`config.mk`:
```
export PLATFORM = sky130hd
export DESIGN_NAME = stepper_brake_standby_fault
export DESIGN_NICKNAME = d
export VERILOG_FILES = /design/src/rtl/stepper_ctrl_pkg.sv /design/src/rtl/phase_dead_timer.sv /design/src/rtl/stepper_brake_standby_fault.sv
export SDC_FILE = /design/constraint.sdc
export NUM_CORES = 1
export LEC_CHECK = 0
export BUFFER_PORTS_ARGS = -buffer_cell sky130_fd_sc_hd__buf_2
export CORE_UTILIZATION = 50
export DETAILED_ROUTE_END_ITERATION = 8
export GPL_ROUTABILITY_DRIVEN = 0
export PLACE_DENSITY = 0.72
export SYNTH_ARGS = -nofsm -noshare
export SYNTH_HDL_FRONTEND = slang
export SYNTH_SLANG_ARGS = --single-unit
```
`constraint.sdc`:
```
create_clock -name clk_i -period 3.1 [get_ports clk_i]
set_clock_uncertainty 0.2 [all_clocks]
set_input_delay 0.31 -clock clk_i [delete_from_list [all_inputs] [get_ports clk_i]]
set_output_delay 0.31 -clock clk_i [all_outputs]
set_load 0.05 [all_outputs]
```
`src/rtl/stepper_ctrl_pkg.sv`:
```
// Purpose: Shared constants of the stepper brake, standby and fault logic
// Assumes: 40 MHz system clock
// Notes:   Phase-reversal off time is counted in ticks of the internal oscillator
package stepper_ctrl_pkg;
   // System clock and the internal system oscillator it models
   localparam int unsigned CLK_HZ                     = 40_000_000;
   localparam int unsigned SYSTEM_OSCILLATOR_FREQUENCY = 6_400_000;
   // Fractional divider: add OSC_STEP each cycle, wrap at OSC_MOD
   localparam int unsigned OSC_GRAIN = 100_000;
   localparam int unsigned OSC_MOD   = CLK_HZ / OSC_GRAIN;
   localparam int unsigned OSC_STEP  = SYSTEM_OSCILLATOR_FREQUENCY / OSC_GRAIN;
   localparam int unsigned ACC_W     = 9;
   localparam logic [ACC_W-1:0] OSC_MOD_V  = ACC_W'(OSC_MOD);
   localparam logic [ACC_W-1:0] OSC_STEP_V = ACC_W'(OSC_STEP);
   // Off time at phase reversal, in oscillator ticks
   localparam int unsigned DEAD_OSC_CLK  = 3;
   localparam int unsigned DEAD_SYNC_CLK = 1;
   localparam int unsigned DEAD_W        = 3;
   localparam logic [DEAD_W-1:0] DEAD_LOAD = DEAD_W'(DEAD_OSC_CLK + DEAD_SYNC_CLK);
   // Torque code and its full-scale value
   localparam int unsigned TRQ_W    = 4;
   localparam logic [TRQ_W-1:0] TRQ_FULL = 4'hF;
   // Pin synchroniser lanes
   localparam int unsigned SYNC_W     = 7;
   localparam int unsigned S_BRAKE    = 0;
   localparam int unsigned S_LOW_POWER_CONTROL     = 1;
   localparam int unsigned S_REG_OFF  = 2;
   localparam int unsigned S_OVC      = 3;
   localparam int unsigned S_TSD      = 4;
   localparam int unsigned S_WARN     = 5;
   localparam int unsigned S_POR      = 6;
   // Reset values
   localparam logic [SYNC_W-1:0] SYNC_RST = 7'h00;
   localparam logic [TRQ_W-1:0]  TRQ_RST  = 4'h0;
endpackage
```
`src/rtl/phase_dead_timer.sv`:
```
// Purpose: Holds one winding's applied phase and blanks it across a reversal
// Assumes: tick_i is a one-cycle enable at the internal oscillator rate
// Notes:   Except on clear_i, the applied phase moves only once the off time has run out
`timescale 1ns/1ps
`default_nettype none
module phase_dead_timer (
   // Clock and reset
   input  wire logic clk_i,
   input  wire logic rstn_i,
   // Control
   input  wire logic tick_i,
   input  wire logic clear_i,
   input  wire logic phase_i,
   // Status
   output logic      busy_o,
   output logic      phase_o
);
   logic                                 seen_reg;
   logic                                 seen_next;
   logic                                 applied_reg;
   logic                                 applied_next;
   logic [stepper_ctrl_pkg::DEAD_W-1:0]  count_reg;
   logic [stepper_ctrl_pkg::DEAD_W-1:0]  count_next;
   logic                                 busy_reg;
   logic                                 busy_next;

   always_comb begin
      seen_next    = seen_reg;
      applied_next = applied_reg;
      count_next   = count_reg;
      if (clear_i) begin
         seen_next    = phase_i;
         applied_next = phase_i;
         count_next   = '0;
      end else if (phase_i != seen_reg) begin
         seen_next  = phase_i;
         count_next = stepper_ctrl_pkg::DEAD_LOAD;
      end else if (count_reg != '0 && tick_i) begin
         count_next = count_reg - 1'b1;
         if (count_reg == 1) begin
            applied_next = seen_reg;
         end
      end
      busy_next = (count_next != '0);
   end

   always_ff @(posedge clk_i or negedge rstn_i) begin
      if (!rstn_i) begin
         seen_reg    <= 1'b0;
         applied_reg <= 1'b0;
         count_reg   <= '0;
         busy_reg    <= 1'b0;
      end else begin
         seen_reg    <= seen_next;
         applied_reg <= applied_next;
         count_reg   <= count_next;
         busy_reg    <= busy_next;
      end
   end

   assign busy_o  = busy_reg;
   assign phase_o = applied_reg;
endmodule
`default_nettype wire

```
`src/rtl/stepper_brake_standby_fault.sv`:
```
// Purpose: Brake, standby, fault latch, warning flag and phase off time of a
//          two-phase unipolar stepper output stage
// Assumes: Phase, enable and torque come from the storage register on clk_i;
//          pins and analog detector trips are asynchronous
// Notes:   Detector inputs arrive already blanked; torque code goes to the DAC
//
// Function
// - In brake with regulation on, each winding is driven at full current, polarity set by its phase.
// - A phase change during brake moves regulation to the opposite output side.
// - In brake, outside standby and shutdown, the current setting is full scale whatever the torque code says.
// - In brake with regulation off, all four output switches are on together.
// - With brake low the outputs follow the stored phase, enable and torque.
// - Standby low cuts internal bias; standby high is normal operation.
// - Standby low clears the latched over-current and thermal shutdown status.
// - The open-drain fault flag is pulled low once a shutdown is detected, released otherwise.
// - The fault flag is released when standby goes low or the motor supply comes back.
// - Outside standby, the open-drain warning flag is pulled low while the temperature detector trips.
// - The warning flag does not latch and releases as soon as the detector clears.
// - A phase reversal inserts an off time of about three oscillator cycles, four at most.
// - Regulation is disabled while the threshold input is tied to the logic supply.
// - A shutdown detection turns all switches off and latches until cleared.
// - Phase high drives the positive-side output, phase low the negative side.
// - Standby also stops the internal oscillator and all motor drive.
`timescale 1ns/1ps
`default_nettype none
module stepper_brake_standby_fault (
   // Clock and reset
   input  wire logic                                clk_i,
   input  wire logic                                rstn_i,
   // Control pins
   input  wire logic                                brake_i,
   input  wire logic                                low_power_control_i,
   input  wire logic                                regulation_off_i,
   // Stored settings
   input  wire logic                                phase_a_i,
   input  wire logic                                enable_a_i,
   input  wire logic                                phase_b_i,
   input  wire logic                                enable_b_i,
   input  wire logic [stepper_ctrl_pkg::TRQ_W-1:0]  torque_i,
   // Detectors and supply
   input  wire logic                                overcurrent_shutdown_i,
   input  wire logic                                thermal_shutdown_i,
   input  wire logic                                thermal_warning_trip_i,
   input  wire logic                                motor_supply_restart_i,
   // Output switches
   output logic                                     sw_a_pos_o,
   output logic                                     sw_a_neg_o,
   output logic                                     sw_b_pos_o,
   output logic                                     sw_b_neg_o,
   output logic [stepper_ctrl_pkg::TRQ_W-1:0]       current_setting_o,
   output logic                                     regulation_on_o,
   // Power state
   output logic                                     bias_on_o,
   output logic                                     off_time_oscillator_run_o,
   // Open-drain flags
   output logic                                     fault_flag_o,
   output logic                                     fault_flag_oe_n_o,
   output logic                                     thermal_warning_output_o,
   output logic                                     thermal_warning_output_oe_n_o
);
   // Pin synchroniser
   logic [stepper_ctrl_pkg::SYNC_W-1:0]  meta_reg;
   logic [stepper_ctrl_pkg::SYNC_W-1:0]  sync_reg;
   logic                                 brake_s;
   logic                                 low_power_control_s;
   logic                                 reg_on;
   logic                                 det_s;

   always_ff @(posedge clk_i or negedge rstn_i) begin
      if (!rstn_i) begin
         meta_reg <= stepper_ctrl_pkg::SYNC_RST;
         sync_reg <= stepper_ctrl_pkg::SYNC_RST;
      end else begin
         meta_reg <= {motor_supply_restart_i, thermal_warning_trip_i, thermal_shutdown_i,
                      overcurrent_shutdown_i, regulation_off_i, low_power_control_i, brake_i};
         sync_reg <= meta_reg;
      end
   end

   assign brake_s = sync_reg[stepper_ctrl_pkg::S_BRAKE];
   assign low_power_control_s  = sync_reg[stepper_ctrl_pkg::S_LOW_POWER_CONTROL];
   assign reg_on  = !sync_reg[stepper_ctrl_pkg::S_REG_OFF];
   assign det_s   = sync_reg[stepper_ctrl_pkg::S_OVC] | sync_reg[stepper_ctrl_pkg::S_TSD];

   // Internal oscillator as a fractional enable
   logic [stepper_ctrl_pkg::ACC_W-1:0]  acc_reg;
   logic [stepper_ctrl_pkg::ACC_W-1:0]  acc_next;
   logic                                tick_reg;
   logic                                tick_next;

   always_comb begin
      acc_next  = acc_reg + stepper_ctrl_pkg::OSC_STEP_V;
      tick_next = 1'b0;
      if (!low_power_control_s) begin
         acc_next = '0;
      end else if (acc_next >= stepper_ctrl_pkg::OSC_MOD_V) begin
         acc_next  = acc_next - stepper_ctrl_pkg::OSC_MOD_V;
         tick_next = 1'b1;
      end
   end

   always_ff @(posedge clk_i or negedge rstn_i) begin
      if (!rstn_i) begin
         acc_reg  <= '0;
         tick_reg <= 1'b0;
      end else begin
         acc_reg  <= acc_next;
         tick_reg <= tick_next;
      end
   end

   // Per-winding off time at reversal
   logic  busy_a;
   logic  busy_b;
   logic  ph_a;
   logic  ph_b;

   phase_dead_timer dead_a (
      .clk_i   (clk_i),
      .rstn_i  (rstn_i),
      .tick_i  (tick_reg),
      .clear_i (!low_power_control_s),
      .phase_i (phase_a_i),
      .busy_o  (busy_a),
      .phase_o (ph_a)
   );

   phase_dead_timer dead_b (
      .clk_i   (clk_i),
      .rstn_i  (rstn_i),
      .tick_i  (tick_reg),
      .clear_i (!low_power_control_s),
      .phase_i (phase_b_i),
      .busy_o  (busy_b),
      .phase_o (ph_b)
   );

   // Winding switch pair {pos, neg}
   function automatic logic [1:0] drive_pair(input logic en, input logic ph, input logic busy);
      logic [1:0] pair;
      pair = 2'h0;
      if (en && !busy) begin
         pair = {ph, !ph};
      end
      return pair;
   endfunction

   // Fault latch and output stage
   logic                                fault_reg;
   logic                                fault_next;
   logic [3:0]                          sw_reg;
   logic [3:0]                          sw_next;
   logic [stepper_ctrl_pkg::TRQ_W-1:0]  cur_reg;
   logic [stepper_ctrl_pkg::TRQ_W-1:0]  cur_next;
   logic                                regon_reg;
   logic                                regon_next;
   logic                                bias_reg;
   logic                                bias_next;
   logic                                osc_reg;
   logic                                osc_next;
   logic                                fault_oe_n_reg;
   logic                                fault_oe_n_next;
   logic                                warn_oe_n_reg;
   logic                                warn_oe_n_next;
   logic                                od_low_reg;

   always_comb begin
      // Detection latches; set wins over a supply restart
      fault_next = low_power_control_s && (det_s || (fault_reg && !sync_reg[stepper_ctrl_pkg::S_POR]));
      // Flag pulled low from the latch
      fault_oe_n_next = !fault_next;
      // No latching, releases with the detector
      warn_oe_n_next = !(low_power_control_s && sync_reg[stepper_ctrl_pkg::S_WARN]);
      bias_next  = low_power_control_s;
      osc_next   = low_power_control_s;
      regon_next = low_power_control_s && !fault_reg && reg_on;
      cur_next   = torque_i;
      sw_next    = 4'h0;
      if (!low_power_control_s || fault_reg) begin
         sw_next = 4'h0;
      end else if (brake_s) begin
         cur_next = stepper_ctrl_pkg::TRQ_FULL;
         if (!reg_on) begin
            sw_next = 4'hF;
         end else begin
            sw_next = {drive_pair(1'b1, ph_b, busy_b), drive_pair(1'b1, ph_a, busy_a)};
         end
      end else begin
         sw_next = {drive_pair(enable_b_i, ph_b, busy_b), drive_pair(enable_a_i, ph_a, busy_a)};
      end
   end

   always_ff @(posedge clk_i or negedge rstn_i) begin
      if (!rstn_i) begin
         fault_reg      <= 1'b0;
         sw_reg         <= 4'h0;
         cur_reg        <= stepper_ctrl_pkg::TRQ_RST;
         regon_reg      <= 1'b0;
         bias_reg       <= 1'b0;
         osc_reg        <= 1'b0;
         fault_oe_n_reg <= 1'b1;
         warn_oe_n_reg  <= 1'b1;
         od_low_reg     <= 1'b0;
      end else begin
         fault_reg      <= fault_next;
         sw_reg         <= sw_next;
         cur_reg        <= cur_next;
         regon_reg      <= regon_next;
         bias_reg       <= bias_next;
         osc_reg        <= osc_next;
         fault_oe_n_reg <= fault_oe_n_next;
         warn_oe_n_reg  <= warn_oe_n_next;
         od_low_reg     <= 1'b0;
      end
   end

   // Open-drain pins only ever pull low
   assign sw_a_pos_o                    = sw_reg[1];
   assign sw_a_neg_o                    = sw_reg[0];
   assign sw_b_pos_o                    = sw_reg[3];
   assign sw_b_neg_o                    = sw_reg[2];
   assign current_setting_o             = cur_reg;
   assign regulation_on_o               = regon_reg;
   assign bias_on_o                     = bias_reg;
   assign off_time_oscillator_run_o     = osc_reg;
   assign fault_flag_o                  = od_low_reg;
   assign fault_flag_oe_n_o             = fault_oe_n_reg;
   assign thermal_warning_output_o      = od_low_reg;
   assign thermal_warning_output_oe_n_o = warn_oe_n_reg;
endmodule
`default_nettype wire

```
Word-level counts from Yosys, hierarchy flattened
Index checks and enable logic that the tools add are counted.
- reductions and logical operators: 27
- $add $sub $neg: 4
- $lt $le $gt $ge: 1
- bitwise operators: 1
- equality and inequality tests: 12
- mux-type cells: 31
- operators by type and width (kind ; count):
    2-to-1 mux 4 bit ; 5
    2-to-1 mux 3 bit ; 6
    2-to-1 mux 9 bit ; 2
    2-to-1 mux 1 bit ; 14
    inequality test 2 x 1 -> 1 bit (second input constant) ; 6
    nonzero test 3 bit ; 4
    logical NOT 1 bit ; 10
    adder 9 x 7 -> 9 bit (second input constant) ; 1
    >= comparator 9 bit (second input constant) ; 1
    logical AND 1 bit ; 9
    subtractor 9 bit (second input constant) ; 1
    2-to-1 mux 2 bit ; 4
    == test 3 x 1 -> 1 bit (second input constant) ; 2
    AND reduction 3 bit ; 2
    subtractor 3 x 1 -> 3 bit (second input constant) ; 2
    inequality test 2 bit (second input constant) ; 2
    logical OR 1 bit ; 2
    inequality test 1 bit ; 2
    bitwise OR 1 bit ; 1
- register bits after elaboration: 49
- input bits: 17
- output and inout port bits: 15
- logic and storage cells: 95

Depth between registers and ports, before layout
- depth in word-level cells: 6
- mapped depth: 6
- gate-level depth less buffers: 6

Hierarchy
Synthesis repeated with hierarchy kept, for this count alone.
- cells, all modules: 163
- area, all modules: 1953.1 µm²
- by module, submodules not included (module ; seq. area each (µm²) ; cells each ; area an instance (µm²) ; instances):
    stepper_brake_standby_fault ; 828.3 ; 97 ; 1267.5 ; 1
    phase_dead_timer ; 150.1 ; 33 ; 342.8 ; 2

Least setup slack after synthesis
OpenSTA, ideal clock, no wires.
- path type: register -> register
- from: register acc_reg[6] (netlist name)
- to: register acc_reg[7] (netlist name)
- setup slack: 1.425 ns
- library setup time: 0.074 ns
- stages on the path, launching flop included: 6
- buffers on the path: 0
- data arrival time: 1.401 ns
- data required time: 2.826 ns
- cell sequence: dfrtp_1 -> ha_1 -> xor2_2 -> o31a_1 -> mux2_1 -> nor2_1
- longest elaborated chain between the ends: 4
- elaborated cells on any way between the ends: 5
- classes of those cells: add/sub (2); order compare (1); mux (2)
- RTL lines (item ; RTL line ; source):
    start: declaration ; stepper_brake_standby_fault.sv:86 ; logic [stepper_ctrl_pkg::ACC_W-1:0] acc_reg;
    start signal: assignment ; stepper_brake_standby_fault.sv:107 ; acc_reg <= acc_next;
    adder 9 x 7 -> 9 bit (*) ; stepper_brake_standby_fault.sv:92 ; acc_next = acc_reg + stepper_ctrl_pkg::OSC_STEP_V;
    subtractor 9 bit or >= comparator 9 bit (tied branches) ; stepper_brake_standby_fault.sv:97, stepper_brake_standby_fault.sv:96 ;
    2-to-1 mux 9 bit (*) ; stepper_brake_standby_fault.sv:96 ; end else if (acc_next >= stepper_ctrl_pkg::OSC_MOD_V) begin
    2-to-1 mux 9 bit (*) ; stepper_brake_standby_fault.sv:94 ; if (!low_power_control_s) begin
    via acc_next, one bit ; stepper_brake_standby_fault.sv:87 ; logic [stepper_ctrl_pkg::ACC_W-1:0] acc_next;
The timed path passes the listed nets; every way through them passes the cells marked *.
A chain may end at the register's enable or synchronous reset.

Worst setup path after layout
Same ends and word-level chain as after synthesis.

==> results.env <==
SYNTH.TOP_CELLS.BY_COUNT='sky130_fd_sc_hd__dfrtp_1 (43), sky130_fd_sc_hd__nand2_1 (14), sky130_fd_sc_hd__nor2_1 (13), sky130_fd_sc_hd__inv_1 (12), sky130_fd_sc_hd__ha_1 (11)'
SYNTH-SEQ-AREA-SHARE=0.591
POSTSYNTHREGISTERBITS=45
GRT_ANTENNA_BEFORE_REPAIR=0
FAILING_CHECKS='negative hold slack'
DRC=0
SYNTH_ASYNC_SR_FLOP_SHARE=1.00
WL_MET1_MM=1.37
TIMING.MAX_CAP.VIOLATIONS=0
WORSTPATHREQUIRED_NS=3.12
HOLD_SLACK_NS=-0.0423
CORE_AREA_UM2=3660
SYNTHDISTINCTLIBCELLS=34
CTS_NUM_SINKS=45
FINAL_LAYOUT_SIZE_SUFFIX_GT1_FRAC=0.222
PEAK_SUPPLY_DROP_mV=0.434
DETAILEDPLACEMENTHPWL_MM=2.25
ROW_COUNT=22
R2R_END='acc_reg[7]'
YOSYS.CELL_COUNT.TOP_TYPE='sky130_fd_sc_hd__dfrtp_1'
FINISH.NET_COUNT=239
POWER.LEAKAGE_nW=1.15
CTS.HTREE.LEVELS=2
GRT_PASS1_WL_MM=5.57
POSTSYNTH.TOPFLOPCELL='sky130_fd_sc_hd__dfrtp_1'
TOP_LAYER_USED='met4'
GRT_USE_TOTAL=0.180
FINAL_HOLD_VIOL_COUNT=43
CLOCK_PATH_BUFFERS=2
TOTAL_DIE_AREA_UM2=4070
MAX-SLEW-MARGIN-REL=0.363
SYNTHDOMINANTCELLAREASHARE=0.564
CP_DATA_ARRIVAL_TIME_NS=1.86
ROUTED_VIAS=1270
MET2_LENGTH_MM=1.69
ANTENNA_VIOLATING_NETS_POST_ROUTE=0
CRITICAL_PATH_CELL_SEQUENCE='ha_1 -> xor2_2 -> o31a_1 -> mux2_1 -> nor2_1'
TOTALPOWERFINAL_mW=1.30
IO_PINS=32
ACHIEVABLE-FREQUENCY_MHz=544
REPORT.FINAL.SLEW_VIOL_COUNT=0
ROUTED_WIRE_LENGTH_PER_INSTANCE_UM=12.3
WORST_SKEW_PAIR.LATE_LATENCY_NS=0.29
CRITPATHSLOWESTCELL='sky130_fd_sc_hd__dfrtp_1'
CTS_SETUP_BUFFERS=0
FIRST_GLOBAL_VIAS=1318
TIMING_WORST_SLEW_PIN_VALUE_NS=0.955
TRITONCTS.NUM_BUFFERS=5
DIODES=0
CTS.CLK_SLEW.WORST_PATHS_NS=0.09
GRT_START_MAX_NET_PINS=46
SYNTH_AREA_LEADER_CELL='sky130_fd_sc_hd__dfrtp_1'
ROUTED_VIA_DENSITY=4.88
STATUS='complete, but fails checks'
DIE_X_EXTENT_UM=63.8
CTS-HOLD-FIX-BUFFERS=13
R2R_SETUP_SLACK_NS=1.26
DIE_H_UM=63.8
RSZ0062_AT_GRT='no'
SETUP_VIOL=0
PERIOD_MINUS_SLACK_NS=1.84
TRITONCTS_CLOCK_TREE='built'
SYN-INSTANCE-COUNT=167
MET3_WIRELENGTH_UM=103
DRT_FIRST_ITER_VIOLATIONS=43
TIMING.CRITICAL_PATH.MAX_DELAY_FAMILY='flip-flops'
RESIZED_CELLS_POST_CTS=0
NUM-FILL-CELLS=281
RR_WORST_DEPTH=5
POST_SYNTH_INSTANCE_AREA_UM2=1910
WORST-PATH-BUF-INV=0
LONGEST_INDIVIDUAL_STAGE_DELAY_ON_THE_WORST_PATH_NS=0.43
CRITICALPATHCATEGORY='reg2reg'
INITIAL_UTILIZATION=0.522
SYNTHTOLAYOUTAREAGROWTH_PCT=22.2
WORST_HOLD_PATH_TYPE='in2async'
SYNTH_TOP_CELLS_BY_AREA='sky130_fd_sc_hd__dfrtp_1 (56%), sky130_fd_sc_hd__ha_1 (7.2%), sky130_fd_sc_hd__dfstp_2 (2.8%)'
FF_TO_FF_START='acc_reg[6]'
END_KIND='flop'
YOSYSWARNINGS=0
CRIT_PATH_START_KIND='flop'
EDFF_COUNT_SYNTH=0
SYN_AVG_CELL_AREA_UM2=11.4
P_PER_AREA_nW_PER_UM2=557
CRIT_SHARE_POST_ROUTE=0.593
GR_OVFL_TOTAL=0
FINAL.SETUP.TNS_NS=0
WORST-PATH-MAX-FANOUT=7
IO_BUFFER_COUNT=29
FIRST_PASS_ITERS=4
CTS_ROOT_BUF='sky130_fd_sc_hd__clkbuf_8'
ROUTED_WL_MM=3.20
[per-layer routing]
layer  vias to the layer above  track usage
met4                         0       0.0824
met2                        26        0.305
met5                         -            0
li1                        625            -
met3                         4       0.0482
met1                       615        0.213
[cell usage in the layout (no fill, tap or decap)]
| master | netlist | routed |
|---|---|---|
| sky130_fd_sc_hd__nand2b_1 | 7 | 7 |
| sky130_fd_sc_hd__buf_2 | 0 | 29 |
| sky130_fd_sc_hd__or3b_2 | 1 | 1 |
| sky130_fd_sc_hd__o21ai_1 | 2 | 2 |
| sky130_fd_sc_hd__xor2_2 | 1 | 1 |
| sky130_fd_sc_hd__xnor2_1 | 4 | 4 |
| sky130_fd_sc_hd__mux2_1 | 1 | 1 |
| sky130_fd_sc_hd__or3_1 | 1 | 1 |
| sky130_fd_sc_hd__o22a_1 | 1 | 1 |
| sky130_fd_sc_hd__clkinv_4 | 0 | 1 |
| sky130_fd_sc_hd__nand3_1 | 3 | 3 |
| sky130_fd_sc_hd__dfstp_2 | 2 | 2 |
| sky130_fd_sc_hd__o21ai_2 | 1 | 1 |
| sky130_fd_sc_hd__conb_1 | 1 | 2 |
| sky130_fd_sc_hd__nor2b_1 | 3 | 3 |
| sky130_fd_sc_hd__dlygate4sd3_1 | 0 | 13 |
| sky130_fd_sc_hd__nand2_1 | 14 | 14 |
| sky130_fd_sc_hd__mux2_2 | 2 | 2 |
| sky130_fd_sc_hd__inv_8 | 0 | 1 |
| sky130_fd_sc_hd__nor3b_2 | 2 | 2 |
| sky130_fd_sc_hd__clkbuf_8 | 0 | 5 |
| sky130_fd_sc_hd__and3_1 | 2 | 2 |
| sky130_fd_sc_hd__a31oi_1 | 2 | 2 |
| sky130_fd_sc_hd__inv_2 | 1 | 1 |
| sky130_fd_sc_hd__o31a_1 | 1 | 1 |
| sky130_fd_sc_hd__nor2_1 | 13 | 13 |
| sky130_fd_sc_hd__bufinv_16 | 0 | 1 |
| sky130_fd_sc_hd__o21ai_0 | 4 | 4 |
| sky130_fd_sc_hd__inv_1 | 12 | 12 |
| sky130_fd_sc_hd__nand4_1 | 1 | 1 |
| sky130_fd_sc_hd__clkinv_1 | 1 | 1 |
| sky130_fd_sc_hd__a21oi_1 | 10 | 10 |
| sky130_fd_sc_hd__and2_1 | 5 | 5 |
| sky130_fd_sc_hd__nand3b_1 | 2 | 2 |
| sky130_fd_sc_hd__ha_1 | 11 | 11 |
| sky130_fd_sc_hd__dfrtp_1 | 43 | 43 |
| sky130_fd_sc_hd__mux2i_1 | 5 | 5 |
| sky130_fd_sc_hd__a211oi_1 | 2 | 2 |
[cell families (layout without fill, tap and decap cells)]
logic type | count (synthesis) | count (layout) | synth area share
mux | 8 | 8 | 0.0439
simple gates | 54 | 54 | 0.149
fa+ha+maj | 11 | 11 | 0.0721
compound gates | 23 | 23 | 0.0701
flops | 45 | 45 | 0.591
buf+inv | 20 | 64 | 0.0452
xor+xnor | 5 | 5 | 0.0269
other cells | 1 | 2 | 0.00196
[how the worst max path moves through the flow]
stage / endpoint / from / cells after the start
after floorplan: acc_reg[7] / acc_reg[6] / 5
after global placement: acc_reg[7] / acc_reg[6] / 5
after detailed placement: acc_reg[7] / acc_reg[6] / 5
after CTS: acc_reg[7] / acc_reg[6] / 5
after global routing: acc_reg[7] / acc_reg[6] / 5
final: acc_reg[7] / acc_reg[6] / 5
[through the flow]
stage / worst slack, ns / cells / instance area (um^2) / hold slack (ns) / util
after floorplan: 1.42 / 168 / 1910 / -0.186 / -
after global placement: 1.36 / 239 / 2080 / 0.132 / 0.569
after detailed placement: 1.27 / 239 / 2080 / 0.136 / 0.569
after CTS: 1.26 / 260 / 2330 / 0.00124 / 0.637
after global routing: 1.16 / 260 / 2330 / 0.0472 / 0.637
final: 1.26 / 260 / 2330 / -0.0423 / 0.637
[power breakdown]
group | internal [mW] | total, mW | switching, mW | leakage, nW
Sequential | 0.625 | 0.651 | 0.0265 | 0.554
Combinational | 0.0721 | 0.190 | 0.118 | 0.537
Clock | 0.247 | 0.458 | 0.211 | 0.0603
[final cells by class]
cell class,instances,area (um^2),share of cell area
multi-input cells,103,698,0.299
repair buffers,42,275,0.118
inverters,14,52.6,0.0225
clock buffers,5,68.8,0.0295
well taps,48,60.1,0.0257
flip-flops and latches,45,1130,0.484
clock inverters,3,50.0,0.0214
Power figures use the tool's default switching activity.
